File: src/logic/ads_pkg.sv
// Constants for the converter diagnostic and switch check block
package ads_pkg;
  // ==========================================================
  // Register byte offsets
  localparam logic [7:0] OFS_SCAN_CTRL = 8'h00;
  localparam logic [7:0] OFS_DIAG_CFG = 8'h04;
  localparam logic [7:0] OFS_RES_FIRST = 8'h08;
  localparam logic [7:0] OFS_RES_SECOND = 8'h0c;
  localparam logic [7:0] OFS_THR_SHORT = 8'h10;
  localparam logic [7:0] OFS_THR_LOW = 8'h14;
  localparam logic [7:0] OFS_THR_HIGH = 8'h18;
  localparam logic [7:0] OFS_ALERT = 8'h1c;
  localparam logic [7:0] OFS_TOP_CELL = 8'h20;
  localparam logic [7:0] OFS_STATUS = 8'h24;
  localparam logic [7:0] OFS_CAL_OFS = 8'h28;
  // ==========================================================
  // Field positions
  localparam int SC_START = 0;
  localparam int SC_ORDER = 1;
  localparam int SC_CFG_LO = 2;
  localparam int SC_OVS_LO = 5;
  localparam int SC_CAL_EN = 8;
  localparam int SC_STUCK_EN = 9;
  localparam int AL_SUMMARY = 16;
  localparam int RES_LO = 2;
  // ==========================================================
  // Diagnostic selector codes
  localparam logic [3:0] SEL_NONE = 4'h0;
  localparam logic [3:0] SEL_OFFSET = 4'h6;
  localparam logic [3:0] SEL_THERMISTOR_SUPPLY = 4'h9;
  localparam logic [3:0] SEL_ZERO = 4'ha;
  localparam logic [3:0] SEL_FULL = 4'hb;
  localparam logic [3:0] SEL_LSHIFT = 4'hc;
  localparam logic [3:0] SEL_DAC_Q1 = 4'h8;
  localparam logic [3:0] SEL_DAC_Q3 = 4'h7;
  // ==========================================================
  // Scan configuration codes and fixed values
  localparam logic [2:0] CFG_SW_SHORT = 3'h4;
  localparam logic [2:0] CFG_SW_OPEN = 3'h5;
  localparam logic [2:0] CFG_WIRE_ODD = 3'h6;
  localparam logic [2:0] CFG_WIRE_EVEN = 3'h7;
  localparam logic [9:0] DAC_QUARTER = 10'h100;
  localparam logic [9:0] DAC_THREE_Q = 10'h2ff;
  localparam logic [13:0] ZERO_CODE = 14'h0000;
  localparam logic [13:0] FULL_CODE = 14'h3ffc;
  localparam logic [2:0] OVS_DEFAULT = 3'h0;
  localparam logic [3:0] TOP_CELL_RESET = 4'hd;
  typedef enum logic [1:0] {ST_IDLE, ST_SCAN, ST_ZERO, ST_FULL} ads_state_t;
endpackage

File: src/logic/ads_diag_core.sv
// Converter diagnostic selection and balancing switch check logic
//
// Chosen here: the Wishbone slave port and the placing of the registers.
`timescale 1ns/1ps
module ads_diag_core #(
  parameter int NCH = 14,
  parameter int DW = 14
) (
  input wire logic core_clk,
  input wire logic srst,
  input wire logic wb_cyc_i,
  input wire logic wb_stb_i,
  input wire logic wb_we_i,
  input wire logic [7:0] wb_adr_i,
  input wire logic [3:0] wb_sel_i,
  input wire logic [31:0] wb_dat_i,
  output logic [31:0] wb_dat_o,
  output logic wb_ack_o,
  input wire logic diag_active,
  input wire logic diag_slot,
  input wire logic diag_valid,
  input wire logic [DW-1:0] diag_data,
  input wire logic meas_valid,
  input wire logic [3:0] meas_chan,
  input wire logic [DW-1:0] meas_data,
  input wire logic scan_end_in,
  output logic scan_request,
  output logic adc_bipolar,
  output logic adc_in_short,
  output logic adc_in_ground,
  output logic cell_ls_ground,
  output logic ls_in_short,
  output logic chop_disable,
  output logic ref_thermistor,
  output logic adc_neg_supply,
  output logic adc_pos_supply,
  output logic dac_route,
  output logic [9:0] dac_code,
  output logic alternate_mux_path,
  output logic [2:0] oversample_out,
  output logic converter_cal_enable
);
  // ==========================================================
  // Software registers
  logic scan_ordering_reg;
  logic [2:0] scan_config_field_reg;
  logic [2:0] oversample_count_reg;
  logic cal_en_reg;
  logic stuck_en_reg;
  logic [3:0] diag_select_first_reg;
  logic [3:0] diag_select_second_reg;
  logic [15:0] diag_result_first_reg;
  logic [15:0] diag_result_second_reg;
  logic [DW-1:0] thr_short_reg;
  logic [DW-1:0] thr_low_reg;
  logic [DW-1:0] thr_high_reg;
  logic [DW-1:0] cal_offset_reg;
  logic [3:0] top_cell_pos_first_reg;
  logic [3:0] top_cell_pos_second_reg;
  logic [NCH-1:0] switch_alert_bits_reg;
  logic switch_alert_summary_reg;
  logic [NCH-1:0] pending_reg;
  logic scan_complete_flag_reg;
  logic zero_fail_reg;
  logic full_fail_reg;
  ads_pkg::ads_state_t state_reg;
  logic wr_go;
  logic sw_mode;
  logic start_go;
  logic finish;
  logic [3:0] act_sel;
  logic [DW-1:0] diag_cal;
  logic [NCH-1:0] alert_mask;
  logic meas_fail;

  // Bus write strobe: a write lands at the edge where the master sees ack
  assign wr_go = wb_cyc_i & wb_stb_i & wb_we_i & wb_ack_o & wb_sel_i[0];
  assign sw_mode = scan_config_field_reg[2];
  assign start_go = wr_go && wb_adr_i == ads_pkg::OFS_SCAN_CTRL &&
                    wb_dat_i[ads_pkg::SC_START] && state_reg == ads_pkg::ST_IDLE;
  // scan ends after the stuck pair when enabled
  assign finish = (state_reg == ads_pkg::ST_SCAN && scan_end_in &&
                   !stuck_en_reg) ||
                  (state_reg == ads_pkg::ST_FULL && diag_valid);
  // switch modes disable all diagnostic selections
  assign act_sel = (sw_mode || !diag_active || state_reg != ads_pkg::ST_SCAN)
                   ? ads_pkg::SEL_NONE
                   : (diag_slot ? diag_select_second_reg
                                : diag_select_first_reg);
  assign diag_cal = cal_en_reg ? DW'(diag_data - cal_offset_reg) : diag_data;

  // ==========================================================
  // Bus slave: one wait state, unmapped reads return zero
  always_ff @(posedge core_clk)
  begin
    if (srst)
    begin
      wb_ack_o <= 1'b0;
      wb_dat_o <= 32'h0;
    end
    else
    begin
      wb_ack_o <= wb_cyc_i & wb_stb_i & ~wb_ack_o;
      wb_dat_o <= 32'h0;
      if (wb_adr_i == ads_pkg::OFS_SCAN_CTRL)
        wb_dat_o <= 32'({stuck_en_reg, cal_en_reg, oversample_count_reg,
                         scan_config_field_reg, scan_ordering_reg, 1'b0});
      else if (wb_adr_i == ads_pkg::OFS_DIAG_CFG)
        wb_dat_o <= 32'({diag_select_second_reg, diag_select_first_reg});
      else if (wb_adr_i == ads_pkg::OFS_RES_FIRST)
        wb_dat_o <= 32'(diag_result_first_reg);
      else if (wb_adr_i == ads_pkg::OFS_RES_SECOND)
        wb_dat_o <= 32'(diag_result_second_reg);
      else if (wb_adr_i == ads_pkg::OFS_THR_SHORT)
        wb_dat_o <= 32'(thr_short_reg);
      else if (wb_adr_i == ads_pkg::OFS_THR_LOW)
        wb_dat_o <= 32'(thr_low_reg);
      else if (wb_adr_i == ads_pkg::OFS_THR_HIGH)
        wb_dat_o <= 32'(thr_high_reg);
      else if (wb_adr_i == ads_pkg::OFS_ALERT)
        wb_dat_o <= 32'({switch_alert_summary_reg, 2'b00,
                         switch_alert_bits_reg});
      else if (wb_adr_i == ads_pkg::OFS_TOP_CELL)
        wb_dat_o <= 32'({top_cell_pos_second_reg, top_cell_pos_first_reg});
      else if (wb_adr_i == ads_pkg::OFS_STATUS)
        wb_dat_o <= 32'({full_fail_reg, zero_fail_reg,
                         scan_complete_flag_reg, state_reg != ads_pkg::ST_IDLE});
      else if (wb_adr_i == ads_pkg::OFS_CAL_OFS)
        wb_dat_o <= 32'(cal_offset_reg);
    end
  end

  // Configuration writes; only lane 0 matters, whole word taken
  always_ff @(posedge core_clk)
  begin
    if (srst)
    begin
      scan_ordering_reg <= 1'b0;
      scan_config_field_reg <= 3'h0;
      oversample_count_reg <= ads_pkg::OVS_DEFAULT;
      cal_en_reg <= 1'b1;
      stuck_en_reg <= 1'b0;
      diag_select_first_reg <= ads_pkg::SEL_NONE;
      diag_select_second_reg <= ads_pkg::SEL_NONE;
      thr_short_reg <= '0;
      thr_low_reg <= '0;
      thr_high_reg <= '1;
      cal_offset_reg <= '0;
      top_cell_pos_first_reg <= ads_pkg::TOP_CELL_RESET;
      top_cell_pos_second_reg <= ads_pkg::TOP_CELL_RESET;
    end
    else if (wr_go && state_reg == ads_pkg::ST_IDLE)
    begin
      // Settings are frozen while a scan runs so the check stays coherent
      if (wb_adr_i == ads_pkg::OFS_SCAN_CTRL)
      begin
        scan_ordering_reg <= wb_dat_i[ads_pkg::SC_ORDER];
        scan_config_field_reg <= wb_dat_i[ads_pkg::SC_CFG_LO +: 3];
        oversample_count_reg <= wb_dat_i[ads_pkg::SC_OVS_LO +: 3];
        cal_en_reg <= wb_dat_i[ads_pkg::SC_CAL_EN];
        stuck_en_reg <= wb_dat_i[ads_pkg::SC_STUCK_EN];
      end
      else if (wb_adr_i == ads_pkg::OFS_DIAG_CFG)
      begin
        diag_select_first_reg <= wb_dat_i[3:0];
        diag_select_second_reg <= wb_dat_i[7:4];
      end
      else if (wb_adr_i == ads_pkg::OFS_THR_SHORT)
        thr_short_reg <= wb_dat_i[DW-1:0];
      else if (wb_adr_i == ads_pkg::OFS_THR_LOW)
        thr_low_reg <= wb_dat_i[DW-1:0];
      else if (wb_adr_i == ads_pkg::OFS_THR_HIGH)
        thr_high_reg <= wb_dat_i[DW-1:0];
      else if (wb_adr_i == ads_pkg::OFS_CAL_OFS)
        cal_offset_reg <= wb_dat_i[DW-1:0];
      else if (wb_adr_i == ads_pkg::OFS_TOP_CELL)
      begin
        top_cell_pos_first_reg <= wb_dat_i[3:0];
        top_cell_pos_second_reg <= wb_dat_i[7:4];
      end
    end
  end

  // ==========================================================
  // Scan sequencer
  always_ff @(posedge core_clk)
  begin
    if (srst)
    begin
      state_reg <= ads_pkg::ST_IDLE;
      scan_request <= 1'b0;
      scan_complete_flag_reg <= 1'b0;
      zero_fail_reg <= 1'b0;
      full_fail_reg <= 1'b0;
    end
    else
    begin
      scan_request <= start_go;
      if (finish)
        scan_complete_flag_reg <= 1'b1;
      case (state_reg)
        ads_pkg::ST_IDLE:
          if (start_go)
          begin
            state_reg <= ads_pkg::ST_SCAN;
            scan_complete_flag_reg <= 1'b0;
          end
        ads_pkg::ST_SCAN:
          // stuck pair inserted after the scan
          if (scan_end_in)
            state_reg <= stuck_en_reg ? ads_pkg::ST_ZERO : ads_pkg::ST_IDLE;
        ads_pkg::ST_ZERO:
          if (diag_valid)
          begin
            zero_fail_reg <= diag_data != ads_pkg::ZERO_CODE;
            state_reg <= ads_pkg::ST_FULL;
          end
        default:
          if (diag_valid)
          begin
            full_fail_reg <= diag_data != ads_pkg::FULL_CODE;
            state_reg <= ads_pkg::ST_IDLE;
          end
      endcase
    end
  end

  // ==========================================================
  // Diagnostic results, placed in the upper fourteen bits
  always_ff @(posedge core_clk)
  begin
    if (srst)
    begin
      diag_result_first_reg <= 16'h0;
      diag_result_second_reg <= 16'h0;
    end
    // result in bits 15:2, low bits zero
    else if (diag_valid && state_reg == ads_pkg::ST_SCAN && !sw_mode)
    begin
      if (diag_slot)
        diag_result_second_reg <= {diag_cal, 2'b00};
      else
        diag_result_first_reg <= {diag_cal, 2'b00};
    end
  end

  // ==========================================================
  // Analog path steering, registered so pins never glitch
  always_ff @(posedge core_clk)
  begin
    if (srst)
    begin
      adc_bipolar <= 1'b0;
      adc_in_short <= 1'b0;
      adc_in_ground <= 1'b0;
      cell_ls_ground <= 1'b0;
      ls_in_short <= 1'b0;
      chop_disable <= 1'b0;
      ref_thermistor <= 1'b0;
      adc_neg_supply <= 1'b0;
      adc_pos_supply <= 1'b0;
      dac_route <= 1'b0;
      dac_code <= 10'h0;
    end
    else
    begin
      // offset diagnostic, path set by ordering
      // pyramid shorts converter, ramp grounds shifter
      adc_in_short <= act_sel == ads_pkg::SEL_OFFSET && !scan_ordering_reg;
      cell_ls_ground <= act_sel == ads_pkg::SEL_OFFSET && scan_ordering_reg;
      ls_in_short <= act_sel == ads_pkg::SEL_LSHIFT;
      chop_disable <= act_sel == ads_pkg::SEL_LSHIFT ||
                      (act_sel == ads_pkg::SEL_OFFSET && scan_ordering_reg);
      adc_in_ground <= act_sel == ads_pkg::SEL_THERMISTOR_SUPPLY;
      ref_thermistor <= act_sel == ads_pkg::SEL_THERMISTOR_SUPPLY;
      // negative rail for selector or stuck check
      adc_neg_supply <= act_sel == ads_pkg::SEL_ZERO ||
                        state_reg == ads_pkg::ST_ZERO;
      // positive rail for selector or stuck check
      adc_pos_supply <= act_sel == ads_pkg::SEL_FULL ||
                        state_reg == ads_pkg::ST_FULL;
      dac_route <= act_sel == ads_pkg::SEL_DAC_Q1 ||
                   act_sel == ads_pkg::SEL_DAC_Q3;
      dac_code <= act_sel == ads_pkg::SEL_DAC_Q1 ? ads_pkg::DAC_QUARTER :
                  act_sel == ads_pkg::SEL_DAC_Q3 ? ads_pkg::DAC_THREE_Q :
                  10'h0;
      // Bipolar whenever a near-zero or rail measurement is taken
      adc_bipolar <= act_sel == ads_pkg::SEL_OFFSET ||
                     act_sel == ads_pkg::SEL_THERMISTOR_SUPPLY ||
                     act_sel == ads_pkg::SEL_LSHIFT ||
                     act_sel == ads_pkg::SEL_ZERO ||
                     act_sel == ads_pkg::SEL_FULL ||
                     state_reg == ads_pkg::ST_ZERO ||
                     state_reg == ads_pkg::ST_FULL ||
                     (sw_mode && scan_config_field_reg !=
                      ads_pkg::CFG_SW_SHORT);
    end
  end

  // Switch-mode overrides and settings seen by the acquisition engine
  always_ff @(posedge core_clk)
  begin
    if (srst)
    begin
      alternate_mux_path <= 1'b0;
      oversample_out <= ads_pkg::OVS_DEFAULT;
      converter_cal_enable <= 1'b1;
    end
    else
    begin
      // alternate path and single sample in switch modes
      alternate_mux_path <= sw_mode;
      // host oversampling passed on unless overridden
      oversample_out <= sw_mode ? ads_pkg::OVS_DEFAULT : oversample_count_reg;
      converter_cal_enable <= cal_en_reg;
    end
  end

  // ==========================================================
  // Switch comparisons and alert handling
  always_comb
  begin
    // short mode uses one threshold, others a window
    // thresholds read as preset by the host
    if (scan_config_field_reg == ads_pkg::CFG_SW_SHORT)
      meas_fail = meas_data < thr_short_reg;
    else
      meas_fail = meas_data < thr_low_reg || meas_data > thr_high_reg;
  end

  always_comb
  begin
    // equal top cells mask positions above them
    for (int i = 0; i < NCH; i++)
      alert_mask[i] = !(top_cell_pos_first_reg == top_cell_pos_second_reg &&
                        4'(i) > top_cell_pos_first_reg);
  end

  always_ff @(posedge core_clk)
  begin
    if (srst)
      pending_reg <= '0;
    else if (start_go)
      pending_reg <= '0;
    else if (meas_valid && sw_mode && state_reg == ads_pkg::ST_SCAN &&
             int'(meas_chan) < NCH && meas_fail)
      pending_reg[meas_chan] <= 1'b1;
  end

  always_ff @(posedge core_clk)
  begin
    if (srst)
    begin
      switch_alert_bits_reg <= '0;
      switch_alert_summary_reg <= 1'b0;
    end
    // load at switch scan done, bits clear at switch request
    else if (finish && sw_mode)
    begin
      switch_alert_bits_reg <= pending_reg & alert_mask;
      // summary follows the OR; set beats a clear
      switch_alert_summary_reg <= |(pending_reg & alert_mask);
    end
    else if (start_go && wb_dat_i[ads_pkg::SC_CFG_LO + 2])
      switch_alert_bits_reg <= '0;
    else if (wr_go && wb_adr_i == ads_pkg::OFS_ALERT &&
             !wb_dat_i[ads_pkg::AL_SUMMARY])
      switch_alert_summary_reg <= 1'b0;
  end
endmodule

File: config.mk
export PLATFORM = sky130hd
export DESIGN_NAME = ads_diag_core
export DESIGN_NICKNAME = d
export VERILOG_FILES = /design/src/logic/ads_pkg.sv /design/src/logic/ads_diag_core.sv
export SDC_FILE = /design/constraint.sdc
export NUM_CORES = 1
export LEC_CHECK = 0
export BUFFER_PORTS_ARGS = -buffer_cell sky130_fd_sc_hd__buf_4
export CELL_PAD_IN_SITES_DETAIL_PLACEMENT = 0
export CELL_PAD_IN_SITES_GLOBAL_PLACEMENT = 1
export CORE_ASPECT_RATIO = 0.8
export CORE_MARGIN = 4
export CORE_UTILIZATION = 40
export CTS_BUF_LIST = sky130_fd_sc_hd__clkbuf_8
export DETAILED_ROUTE_END_ITERATION = 10
export PLACE_DENSITY = 0.79
export REMOVE_ABC_BUFFERS = 1
export SETUP_SLACK_MARGIN = 0.15
export SLEW_MARGIN = 5
export SYNTH_ARGS = -nofsm -noshare
export SYNTH_HDL_FRONTEND = slang
export SYNTH_SLANG_ARGS = --single-unit
File: constraint.sdc
create_clock -name core_clk -period 2.14 [get_ports core_clk]
set_clock_uncertainty 0.2 [all_clocks]
set_input_delay 0.214 -clock core_clk [delete_from_list [all_inputs] [get_ports core_clk]]
set_output_delay 0.214 -clock core_clk [all_outputs]
set_load 0.03 [all_outputs]
==> flow_metrics.tcl, run 1 <==
set metrics [dict create \
    run_status "finished, violations left" \
    violations "setup timing" \
    cts-root-buf "clkbuf_8" \
    final_common_cell "buf_4" \
    power.density_nw_per_um2 463 \
    clock_sinks 178 \
    cp.required_ps 2320 \
    critPathCaptureType "register" \
    synth_seq_cells 178 \
    period_minus_slack_ps 2530 \
    max_freq_mhz 395 \
    insertedDiodeCount 0 \
    max_cap_violations 0 \
    crit_fanout 3 \
    area_growth_pct 40.7 \
    hold_start "diag_data[0]" \
    htreeDepth 4 \
    io_buffers 109 \
    post-synth-top-area-cell "dfxtp_1" \
    maxSlewHeadroom_pct 59.8 \
    num-fill-cells 2200 \
    cts_tree "built" \
    seq_area_frac_synth_pct 35.6 \
    firstDrtPassIters 5 \
    path_clk_slew_ps 110 \
    drive_gt1_share_pct 34.2 \
    ant_nets 0 \
    io_pins 145 \
    crit_start "cal_offset_reg[0]$_SDFFE_PP0P_" \
    power.leakage_uw 0.00551 \
    grt_max_degree 66 \
    ys_warn_count 0 \
    power.total_uw 6510 \
    numCtsBuffers 17 \
    grt_pass1_wl_mm 55.4 \
    synthTopCellsByArea "dfxtp_1, ha_1, mux2i_1, nand2_1, nor2_1" \
    hold_class "primary input to register" \
    finalHoldViolCount 0 \
    drt-met1-wl_mm 17.3 \
    drv_slew 0 \
    dpl.hpwl_mm 26.9 \
    start_util_pct 40.8 \
    fin_tns_setup_ps -7730 \
    clk_path_buf_depth 2 \
    criticalPathCategory "register to register" \
    synthDominantCellAreaShare_pct 35.6 \
    antenna_found_initial 1 \
    die_area_um2 27600 \
    postSynthCellCount 1208 \
    num_vias 10500 \
    core.rowCount 51 \
    max_slew.worst_pin.slew_ps 601 \
    route.met3.wl_mm 3.25 \
    rsz0062_at_grt "true" \
    clk_latency_ps 500 \
    vias_per_cell 5.75 \
    finalSetupViolations 89 \
    dr.max_layer_used "met4" \
    regMostFlops "wb_dat_o" \
    synth_area_um2 10000 \
    synth_edf_count 0 \
    largest_reg_flops 17 \
    grtUsageTotal_pct 25.9 \
    synthArstFlopShare_pct 0 \
    route.detailed.drc 0 \
    finalWirelength_mm 37.1 \
    place_congestion 0.934 \
    cp.arrival_ps 2710 \
    fin_nets 1632 \
    syn_avg_cell_area_um2 8.28 \
    die_h_um 149 \
    ys_types 80 \
    avgRoutedWirePerCell_um 20.3 \
    worst_r2r_path_depth 10 \
    setup_ws_ps -393 \
    whs_path_depth 4 \
    fin_crit_sh_pct 118 \
    die-width_um 185 \
    grt-ovfl-total 0 \
    met2WireLength_mm 15.8 \
    reg2reg_from "cal_offset_reg[0]$_SDFFE_PP0P_" \
    coreArea_um2 24500 \
    ir_worst_vdd_v 0.000361 \
    cp-start-kind "register" \
    reg2reg_slack_ps -390 \
    synth_top_flop_cell "dfxtp_1" \
    drt_iter0_drc 875 \
    grt_pass1_vias 9745 \
    final_cell_mix "buf_4, dfxtp_1, nor2_1, nand2_1, a21oi_1" \
]
[cells by family (layout without fill, tap and decap cells)]
logic type               count (synthesis)  count (layout)  synth area share [%]
buffers and inverters                  173             455                  7.92
flip-flops                             178             178                  35.6
AND/OR/NAND/NOR                        392             392                  19.5
other                                    1              15                0.0375
multiplexers                            73              73                  7.64
AO/OA/AOI/OAI                          331             332                  21.9
adder cells (fa/ha/maj)                 54              54                  6.83
XOR/XNOR                                 6               6                 0.525
[critical path, stage by stage (launching register included)]
cell,delay (ps)
dfxtp_2,370
ha_4,150
fa_2,230
nor2b_4,50
o31a_1,280
o221a_4,240
buf_4,130
buf_6,100
or3_1,360
a31oi_2,210
a21oi_1,90
[stage by stage]
step                utilization (%)  instances  hold slack, ps  worst slack (ps)  cell area (µm²)
finish                         57.4       1823            26.4              -393            14100
global route                   57.4       1823            46.4              -449            14100
CTS                            55.4       1808           0.741              -358            13600
detailed placement             50.1       1733             264              -488            12300
global placement               50.1       1733             258              -413            12300
floorplan                         -       1120            83.1              -613             9530
[cells in the mapped netlist, types with 8 or more instances]
cell type,instances
a211oi_1,16
a21o_1,12
a21oi_1,81
a22oi_1,12
a31oi_1,20
a32oi_1,26
and2_1,10
buf_2,15
buf_4,27
clkbuf_1,50
dfxtp_1,178
ha_1,53
inv_1,70
mux2i_1,64
nand2_1,118
nand2b_1,8
nand3_1,28
nand4_1,15
nor2_1,115
nor2b_1,15
nor3_1,23
o211ai_1,21
o21a_1,8
o21ai_0,61
o22ai_1,9
or3_1,8
[layout make-up]
| type | count | area [µm²] | share of cell area [%] |
|---|---|---|---|
| Timing Repair Buffer | 352 | 3040 | 21.6 |
| Tap cell | 318 | 398 | 2.83 |
| Clock buffer | 18 | 248 | 1.76 |
| Inverter | 71 | 267 | 1.89 |
| Clock inverter | 14 | 120 | 0.854 |
| Multi-Input combinational cell | 872 | 6410 | 45.5 |
| Sequential cell | 178 | 3590 | 25.5 |
[routing by layer]
layer | global-route usage, % | vias up
li1 | - | 4906
met1 | 38.4 | 5091
met2 | 38.8 | 430
met3 | 5.88 | 54
met4 | 4.84 | 0
met5 | 0 | -
[power breakdown]
group / total, µW / switching (µW) / leakage [µW] / internal (µW)
combinational: 945 / 532 / 0.00389 / 412
sequential: 3310 / 0.874 / 0.00144 / 3310
clock: 2260 / 1390 / 0.000186 / 871
[worst paths after layout]
path,endpoint
hold / removal,diag_result_second_reg[2]$_SDFFE_PP0P_
setup reg to reg,diag_result_second_reg[10]$_SDFFE_PP0P_
hold reg to reg,diag_result_first_reg[13]$_SDFFE_PP0P_
setup / recovery,diag_result_second_reg[10]$_SDFFE_PP0P_
[timing repair]
item	4_1_cts	5_1_grt
hold buffers	29	0
setup endpoints to repair	104	128
gates cloned	8	1
setup buffers	6	14
endpoints found under the hold margin	112	0
resized for setup	138	80
pin swaps	51	52
No activity file was read; power rests on OpenSTA's default activity.
==> run 2: changes to the inputs <==
--- a/config.mk
+++ b/config.mk
@@ -14,6 +14,7 @@
 export CTS_BUF_LIST = sky130_fd_sc_hd__clkbuf_8
 export DETAILED_ROUTE_END_ITERATION = 10
 export PLACE_DENSITY = 0.79
+export RECOVER_POWER = 100
 export REMOVE_ABC_BUFFERS = 1
 export SETUP_SLACK_MARGIN = 0.15
 export SLEW_MARGIN = 5
==> run 2 against run 1 <==
Critical endpoint unchanged. Setup slack got worse by 2.3 ps. Worst hold slack improved by 2.7 ps. Via count down 0.79%. Largest power group unchanged. Register-to-register slack about the same. Global-route usage stayed put. Sequential cell count unchanged. The flow still finishes with violations (setup timing). Power is 0.20% lower. Wire length down 0.11%. Maximum frequency is essentially flat. Final cell count stayed put. First-iteration DRC count up 3.8%. Count of clock-buffer cells in the layout unchanged.
==> flow_metrics.tcl, run 2 (same netlist as run 1, synthesis figures left out) <==
set metrics [dict create \
    run_status "finished, violations left" \
    violations "setup timing" \
    grt_max_degree 66 \
    cp.required_ps 2310 \
    reg2reg_slack_ps -400 \
    grt_pass1_vias 9745 \
    period_minus_slack_ps 2540 \
    grt-ovfl-total 0 \
    worst_r2r_path_depth 10 \
    dp_cells 1733 \
    setup_ws_ps -395 \
    coreArea_um2 24500 \
    max_slew.worst_pin.slew_ps 1440 \
    ir_worst_vdd_v 0.000354 \
    path_clk_slew_ps 120 \
    finalWirelength_mm 37.0 \
    final_common_cell "buf_4" \
    clk_path_buf_depth 2 \
    io_buffers 109 \
    rsz0062_at_grt "true" \
    holdPathEnd "diag_result_second_reg[14]$_SDFFE_PP0P_" \
    critPathCaptureType "register" \
    area_growth_pct 38.2 \
    whs_path_depth 5 \
    cp.arrival_ps 2710 \
    power.leakage_uw 0.00530 \
    htreeDepth 4 \
    drive_gt1_share_pct 30.7 \
    die_h_um 149 \
    final_area_um2 13800 \
    finalSetupViolations 121 \
    cts_tree "built" \
    cp-start-kind "register" \
    final_cell_mix "buf_4, dfxtp_1, nor2_1, nand2_1, a21oi_1" \
    power.density_nw_per_um2 470 \
    hold_class "primary input to register" \
    drv_slew 0 \
    r2r_end "diag_result_second_reg[10]$_SDFFE_PP0P_" \
    cts-root-buf "clkbuf_8" \
    grt_pass1_wl_mm 55.4 \
    clk_latency_ps 490 \
    dpl.hpwl_mm 26.9 \
    io_pins 145 \
    die-width_um 185 \
    max_cap_violations 0 \
    finalHoldViolCount 0 \
    hold_start "diag_data[12]" \
    antenna_found_initial 1 \
    grtUsageTotal_pct 25.9 \
    dpl-instance-area_um2 12300 \
    clock_sinks 178 \
    maxSlewHeadroom_pct 3.89 \
    num_vias 10400 \
    pre_cts_slack_ps -488 \
    numCtsBuffers 17 \
    reg2reg_from "cal_offset_reg[0]$_SDFFE_PP0P_" \
    insertedDiodeCount 0 \
    firstDrtPassIters 8 \
    regMostFlops "wb_dat_o" \
    place_congestion 0.934 \
    fin_crit_sh_pct 118 \
    ant_nets 0 \
    start_util_pct 40.8 \
    criticalPathCategory "register to register" \
    avgRoutedWirePerCell_um 20.3 \
    largest_reg_flops 17 \
    core.rowCount 51 \
    max_freq_mhz 394 \
    fin_cells 1823 \
    drt_iter0_drc 908 \
    hold_ws_ps 29.0 \
    route.detailed.drc 0 \
    die_area_um2 27600 \
    fin_nets 1632 \
    vias_per_cell 5.70 \
    crit_fanout 3 \
]
run 2: worst max-delay path by stage:
stage                                               from                                       to  slack, ps  cells after the start
after floorplan                      wb_ack_o$_SDFF_PP0_   top_cell_pos_first_reg[0]$_SDFFE_PP1P_       -610                      6
after global placement                      diag_data[0]   diag_result_first_reg[12]$_SDFFE_PP0P_       -410                     10
after detailed placement                    diag_data[0]   diag_result_first_reg[12]$_SDFFE_PP0P_       -490                     10
after CTS                 cal_offset_reg[0]$_SDFFE_PP0P_   diag_result_first_reg[12]$_SDFFE_PP0P_       -360                      8
after global routing      cal_offset_reg[0]$_SDFFE_PP0P_  diag_result_second_reg[10]$_SDFFE_PP0P_       -450                     10
final                     cal_offset_reg[0]$_SDFFE_PP0P_  diag_result_second_reg[10]$_SDFFE_PP0P_       -400                     10
run 2: power breakdown:
part	total (µW)	switching, µW	internal (µW)
logic	934	529	404
clock network	2260	1390	872
registers	3310	0.806	3310
run 2: worst max-delay path, stage by stage (launching register included):
cell and delay (ps):
dfxtp_2 370, ha_4 150, fa_2 230, nor2b_4 50, o31a_1 280, o221a_4 240, buf_4 130, buf_6 100
or3_1 360, a31oi_2 210, a21oi_1 90
run 2: what timing repair did:
action / in CTS / in global routing
pin swaps: 51 / 52
hold endpoints to repair: 112 / 0
cloned: 8 / 1
setup buffers: 6 / 14
resized for setup: 138 / 80
endpoints found under the setup margin: 104 / 128
hold buffers: 29 / 0
run 2: metal layers:
metal | GRT usage [%] | share of wire [%] | wire (µm) | vias to the layer above
li1 | - | - | - | 4919
met1 | 38.4 | 47 | 17400 | 5002
met2 | 38.8 | 43 | 15800 | 432
met3 | 5.88 | 8.8 | 3270 | 45
met4 | 4.84 | 1.6 | 584 | 0
met5 | 0 | 0 | 0 | -
run 2: per-stage QoR:
stage | util, % | setup TNS, ps | total power (µW)
final | 56.4 | -14070 | 6500
after global routing | 56.4 | -27010 | 6730
after CTS | 55.4 | -4670 | 6470
after detailed placement | 50.1 | -12070 | 4170
after global placement | 50.1 | -10450 | 4160
after floorplan | - | -49240 | 3700
run 2: layout make-up:
type / count / area (µm²)
multi-input combinational: 872 / 6370
tap: 318 / 398
sequential: 178 / 3590
fill: 2279 / 10700
inverter: 71 / 267
timing repair buffer: 352 / 2830
clock inverter: 14 / 120
clock buffer: 18 / 248
==> run 3: changes to the inputs <==
--- a/config.mk
+++ b/config.mk
@@ -6,14 +6,14 @@
 export NUM_CORES = 1
 export LEC_CHECK = 0
 export BUFFER_PORTS_ARGS = -buffer_cell sky130_fd_sc_hd__buf_4
-export CELL_PAD_IN_SITES_DETAIL_PLACEMENT = 0
-export CELL_PAD_IN_SITES_GLOBAL_PLACEMENT = 1
+export CELL_PAD_IN_SITES_DETAIL_PLACEMENT = 2
+export CELL_PAD_IN_SITES_GLOBAL_PLACEMENT = 2
 export CORE_ASPECT_RATIO = 0.8
 export CORE_MARGIN = 4
-export CORE_UTILIZATION = 40
+export CORE_UTILIZATION = 32
 export CTS_BUF_LIST = sky130_fd_sc_hd__clkbuf_8
 export DETAILED_ROUTE_END_ITERATION = 10
-export PLACE_DENSITY = 0.79
+export PLACE_DENSITY = 0.8
 export RECOVER_POWER = 100
 export REMOVE_ABC_BUFFERS = 1
 export SETUP_SLACK_MARGIN = 0.15
==> run 3 against run 2 <==
The run still ends with setup timing left. Critical endpoint is now diag_result_first_reg[8]$_SDFFE_PP0P_. Die area is 24% higher. Via count grew 23%. Critical path depth is the same. Power increased by 11%. Sequential share of layout area down 2.6 points. Clock power increased by 19%. Register-to-register slack lost 250 ps. Sequential power about the same. Setup slack worse by 250 ps. Final cell count rose by 7.8%. First-iteration DRC count grew 74%. Wire length grew 100%.
==> flow_metrics.tcl, run 3 (same netlist as run 1, synthesis figures left out) <==
set metrics [dict create \
    run_status "finished, violations left" \
    violations "setup timing" \
    grtUsageTotal_pct 34.5 \
    cp.required_ps 2400 \
    hold_class "primary input to register" \
    num_vias 12800 \
    ir_worst_vdd_v 0.000363 \
    io_pins 145 \
    antenna_found_initial 6 \
    finalWirelength_mm 74.2 \
    vias_per_cell 6.53 \
    criticalPathCategory "register to register" \
    r2r_end "diag_result_first_reg[8]$_SDFFE_PP0P_" \
    critPathCaptureType "register" \
    path_clk_slew_ps 130 \
    grt_pass1_vias 13000 \
    start_util_pct 32.7 \
    dpl.hpwl_mm 34.8 \
    finalSetupViolations 159 \
    rsz0062_at_grt "true" \
    slowest_stage "o21ai_0" \
    seqCellArea_um2 3610 \
    drt_iter0_drc 1577 \
    whs_path_depth 5 \
    die_h_um 166 \
    finalHoldViolCount 0 \
    maxSlewHeadroom_pct 16.3 \
    path_delay_family "compound AO/OA/AOI/OAI gates" \
    reg2reg_from "cal_offset_reg[0]$_SDFFE_PP0P_" \
    largest_reg_flops 17 \
    ant_nets 0 \
    clock_sinks 178 \
    fin_cells 1965 \
    htreeDepth 4 \
    max_slew.worst_pin.slew_ps 1250 \
    max_freq_mhz 359 \
    clk_latency_ps 520 \
    holdPathEnd "diag_result_first_reg[12]$_SDFFE_PP0P_" \
    die_area_um2 34200 \
    avgRoutedWirePerCell_um 37.7 \
    period_minus_slack_ps 2790 \
    crit_fanout 2 \
    setup_ws_ps -647 \
    die-width_um 206 \
    grt-ovfl-total 0 \
    power.density_nw_per_um2 468 \
    multi_input_area_um2 7200 \
    final_cell_mix "buf_4, dfxtp_1, nor2_1, nand2_1, inv_1" \
    grt_pass1_wl_mm 88.9 \
    fin_nets 1677 \
    coreArea_um2 30600 \
    cp-start-kind "register" \
    worst_r2r_path_depth 10 \
    cts-root-buf "clkbuf_8" \
    core.rowCount 57 \
    drv_slew 0 \
    area_growth_pct 54.3 \
    cts_tree "built" \
    num-fill-cells 3217 \
    clk_path_buf_depth 2 \
    firstDrtPassIters 6 \
    final_common_cell "buf_4" \
    io_buffers 109 \
    dp_cells 1827 \
    fin_tns_setup_ps -47650 \
    drive_gt1_share_pct 40.2 \
    reg2reg_slack_ps -650 \
    route.detailed.drc 0 \
    path_cells "ha_4 > fa_2 > nor2b_4 > o31a_1 > buf_4 > buf_6 > o21a_1 > o21ai_0 > a31oi_4 > a21oi_2" \
    place_congestion 0.930 \
    cp.arrival_ps 3050 \
    max_cap_violations 0 \
    numCtsBuffers 17 \
    hold_start "diag_data[10]" \
    power.leakage_uw 0.00585 \
    slowest_delay_ps 460 \
    grt_max_degree 90 \
    fin_crit_sh_pct 130 \
    regMostFlops "wb_dat_o" \
    crit_buf_inv 2 \
]
[run 3: final cells by class]
cell class / instances / area share (%)
inverter: 71 / 1.76
antenna: 2 / 0.0324
clock buffer: 18 / 1.61
timing repair buffer: 397 / 22.3
sequential: 178 / 23.4
multi-input combinational: 872 / 46.6
clock inverter: 14 / 0.900
tap: 413 / 3.35
[run 3: repair_timing]
item,CTS,global route
setup endpoints to repair,119,153
buffers inserted,32,32
resized for setup,183,249
endpoints found under the hold margin,109,0
hold buffers,29,0
pin swaps,68,95
gates cloned,9,2
[run 3: layer usage]
metal | track usage, % | share of wire (%) | routed length, µm | up-vias
met5 | 0 | 0.045 | 33 | -
met4 | 15.7 | 8.1 | 5990 | 6
met3 | 7.05 | 10 | 7490 | 411
met2 | 57.9 | 45 | 33200 | 1065
met1 | 42.4 | 37 | 27500 | 6343
li1 | - | - | - | 5004
[run 3: stage by stage]
step	area, µm²	hold WS [ps]	total power (µW)	setup slack [ps]	utilization [%]
after floorplan	9530	83.1	3700	-613	-
after global placement	12400	256	4160	-406	40.5
after detailed placement	12400	274	4200	-596	40.5
after CTS	14200	25.4	6720	-328	46.6
after global routing	15400	73.4	7330	-709	50.4
final	15400	64.6	7230	-647	50.4
[run 3: worst max-delay path by stage]
stage / start / endpoint / slack (ps) / cells past startpoint
after CTS: cal_offset_reg[0]$_SDFFE_PP0P_ / diag_result_first_reg[12]$_SDFFE_PP0P_ / -330 / 8
final: cal_offset_reg[0]$_SDFFE_PP0P_ / diag_result_first_reg[8]$_SDFFE_PP0P_ / -650 / 10
after global placement: diag_data[0] / diag_result_first_reg[12]$_SDFFE_PP0P_ / -410 / 10
after floorplan: wb_ack_o$_SDFF_PP0_ / top_cell_pos_first_reg[0]$_SDFFE_PP1P_ / -610 / 6
after global routing: cal_offset_reg[0]$_SDFFE_PP0P_ / diag_result_first_reg[8]$_SDFFE_PP0P_ / -710 / 10
after detailed placement: diag_data[0] / diag_result_first_reg[12]$_SDFFE_PP0P_ / -600 / 10
[run 3: report_power, final]
| part | total, µW | leakage (µW) | internal [µW] | switching (µW) |
|---|---|---|---|---|
| combinational | 1220 | 0.00421 | 468 | 754 |
| sequential | 3310 | 0.00144 | 3310 | 1.53 |
| clock | 2700 | 0.000200 | 1070 | 1630 |
| total | 7230 | 0.00585 | 4840 | 2390 |
[run 3: worst register-to-register path: stages, from the launching register on]
cell and delay, ps:
dfxtp_2 390, ha_4 160, fa_2 280, nor2b_4 60, o31a_1 320, buf_4 170, buf_6 110, o21a_1 220
o21ai_0 460, a31oi_4 180, a21oi_2 180
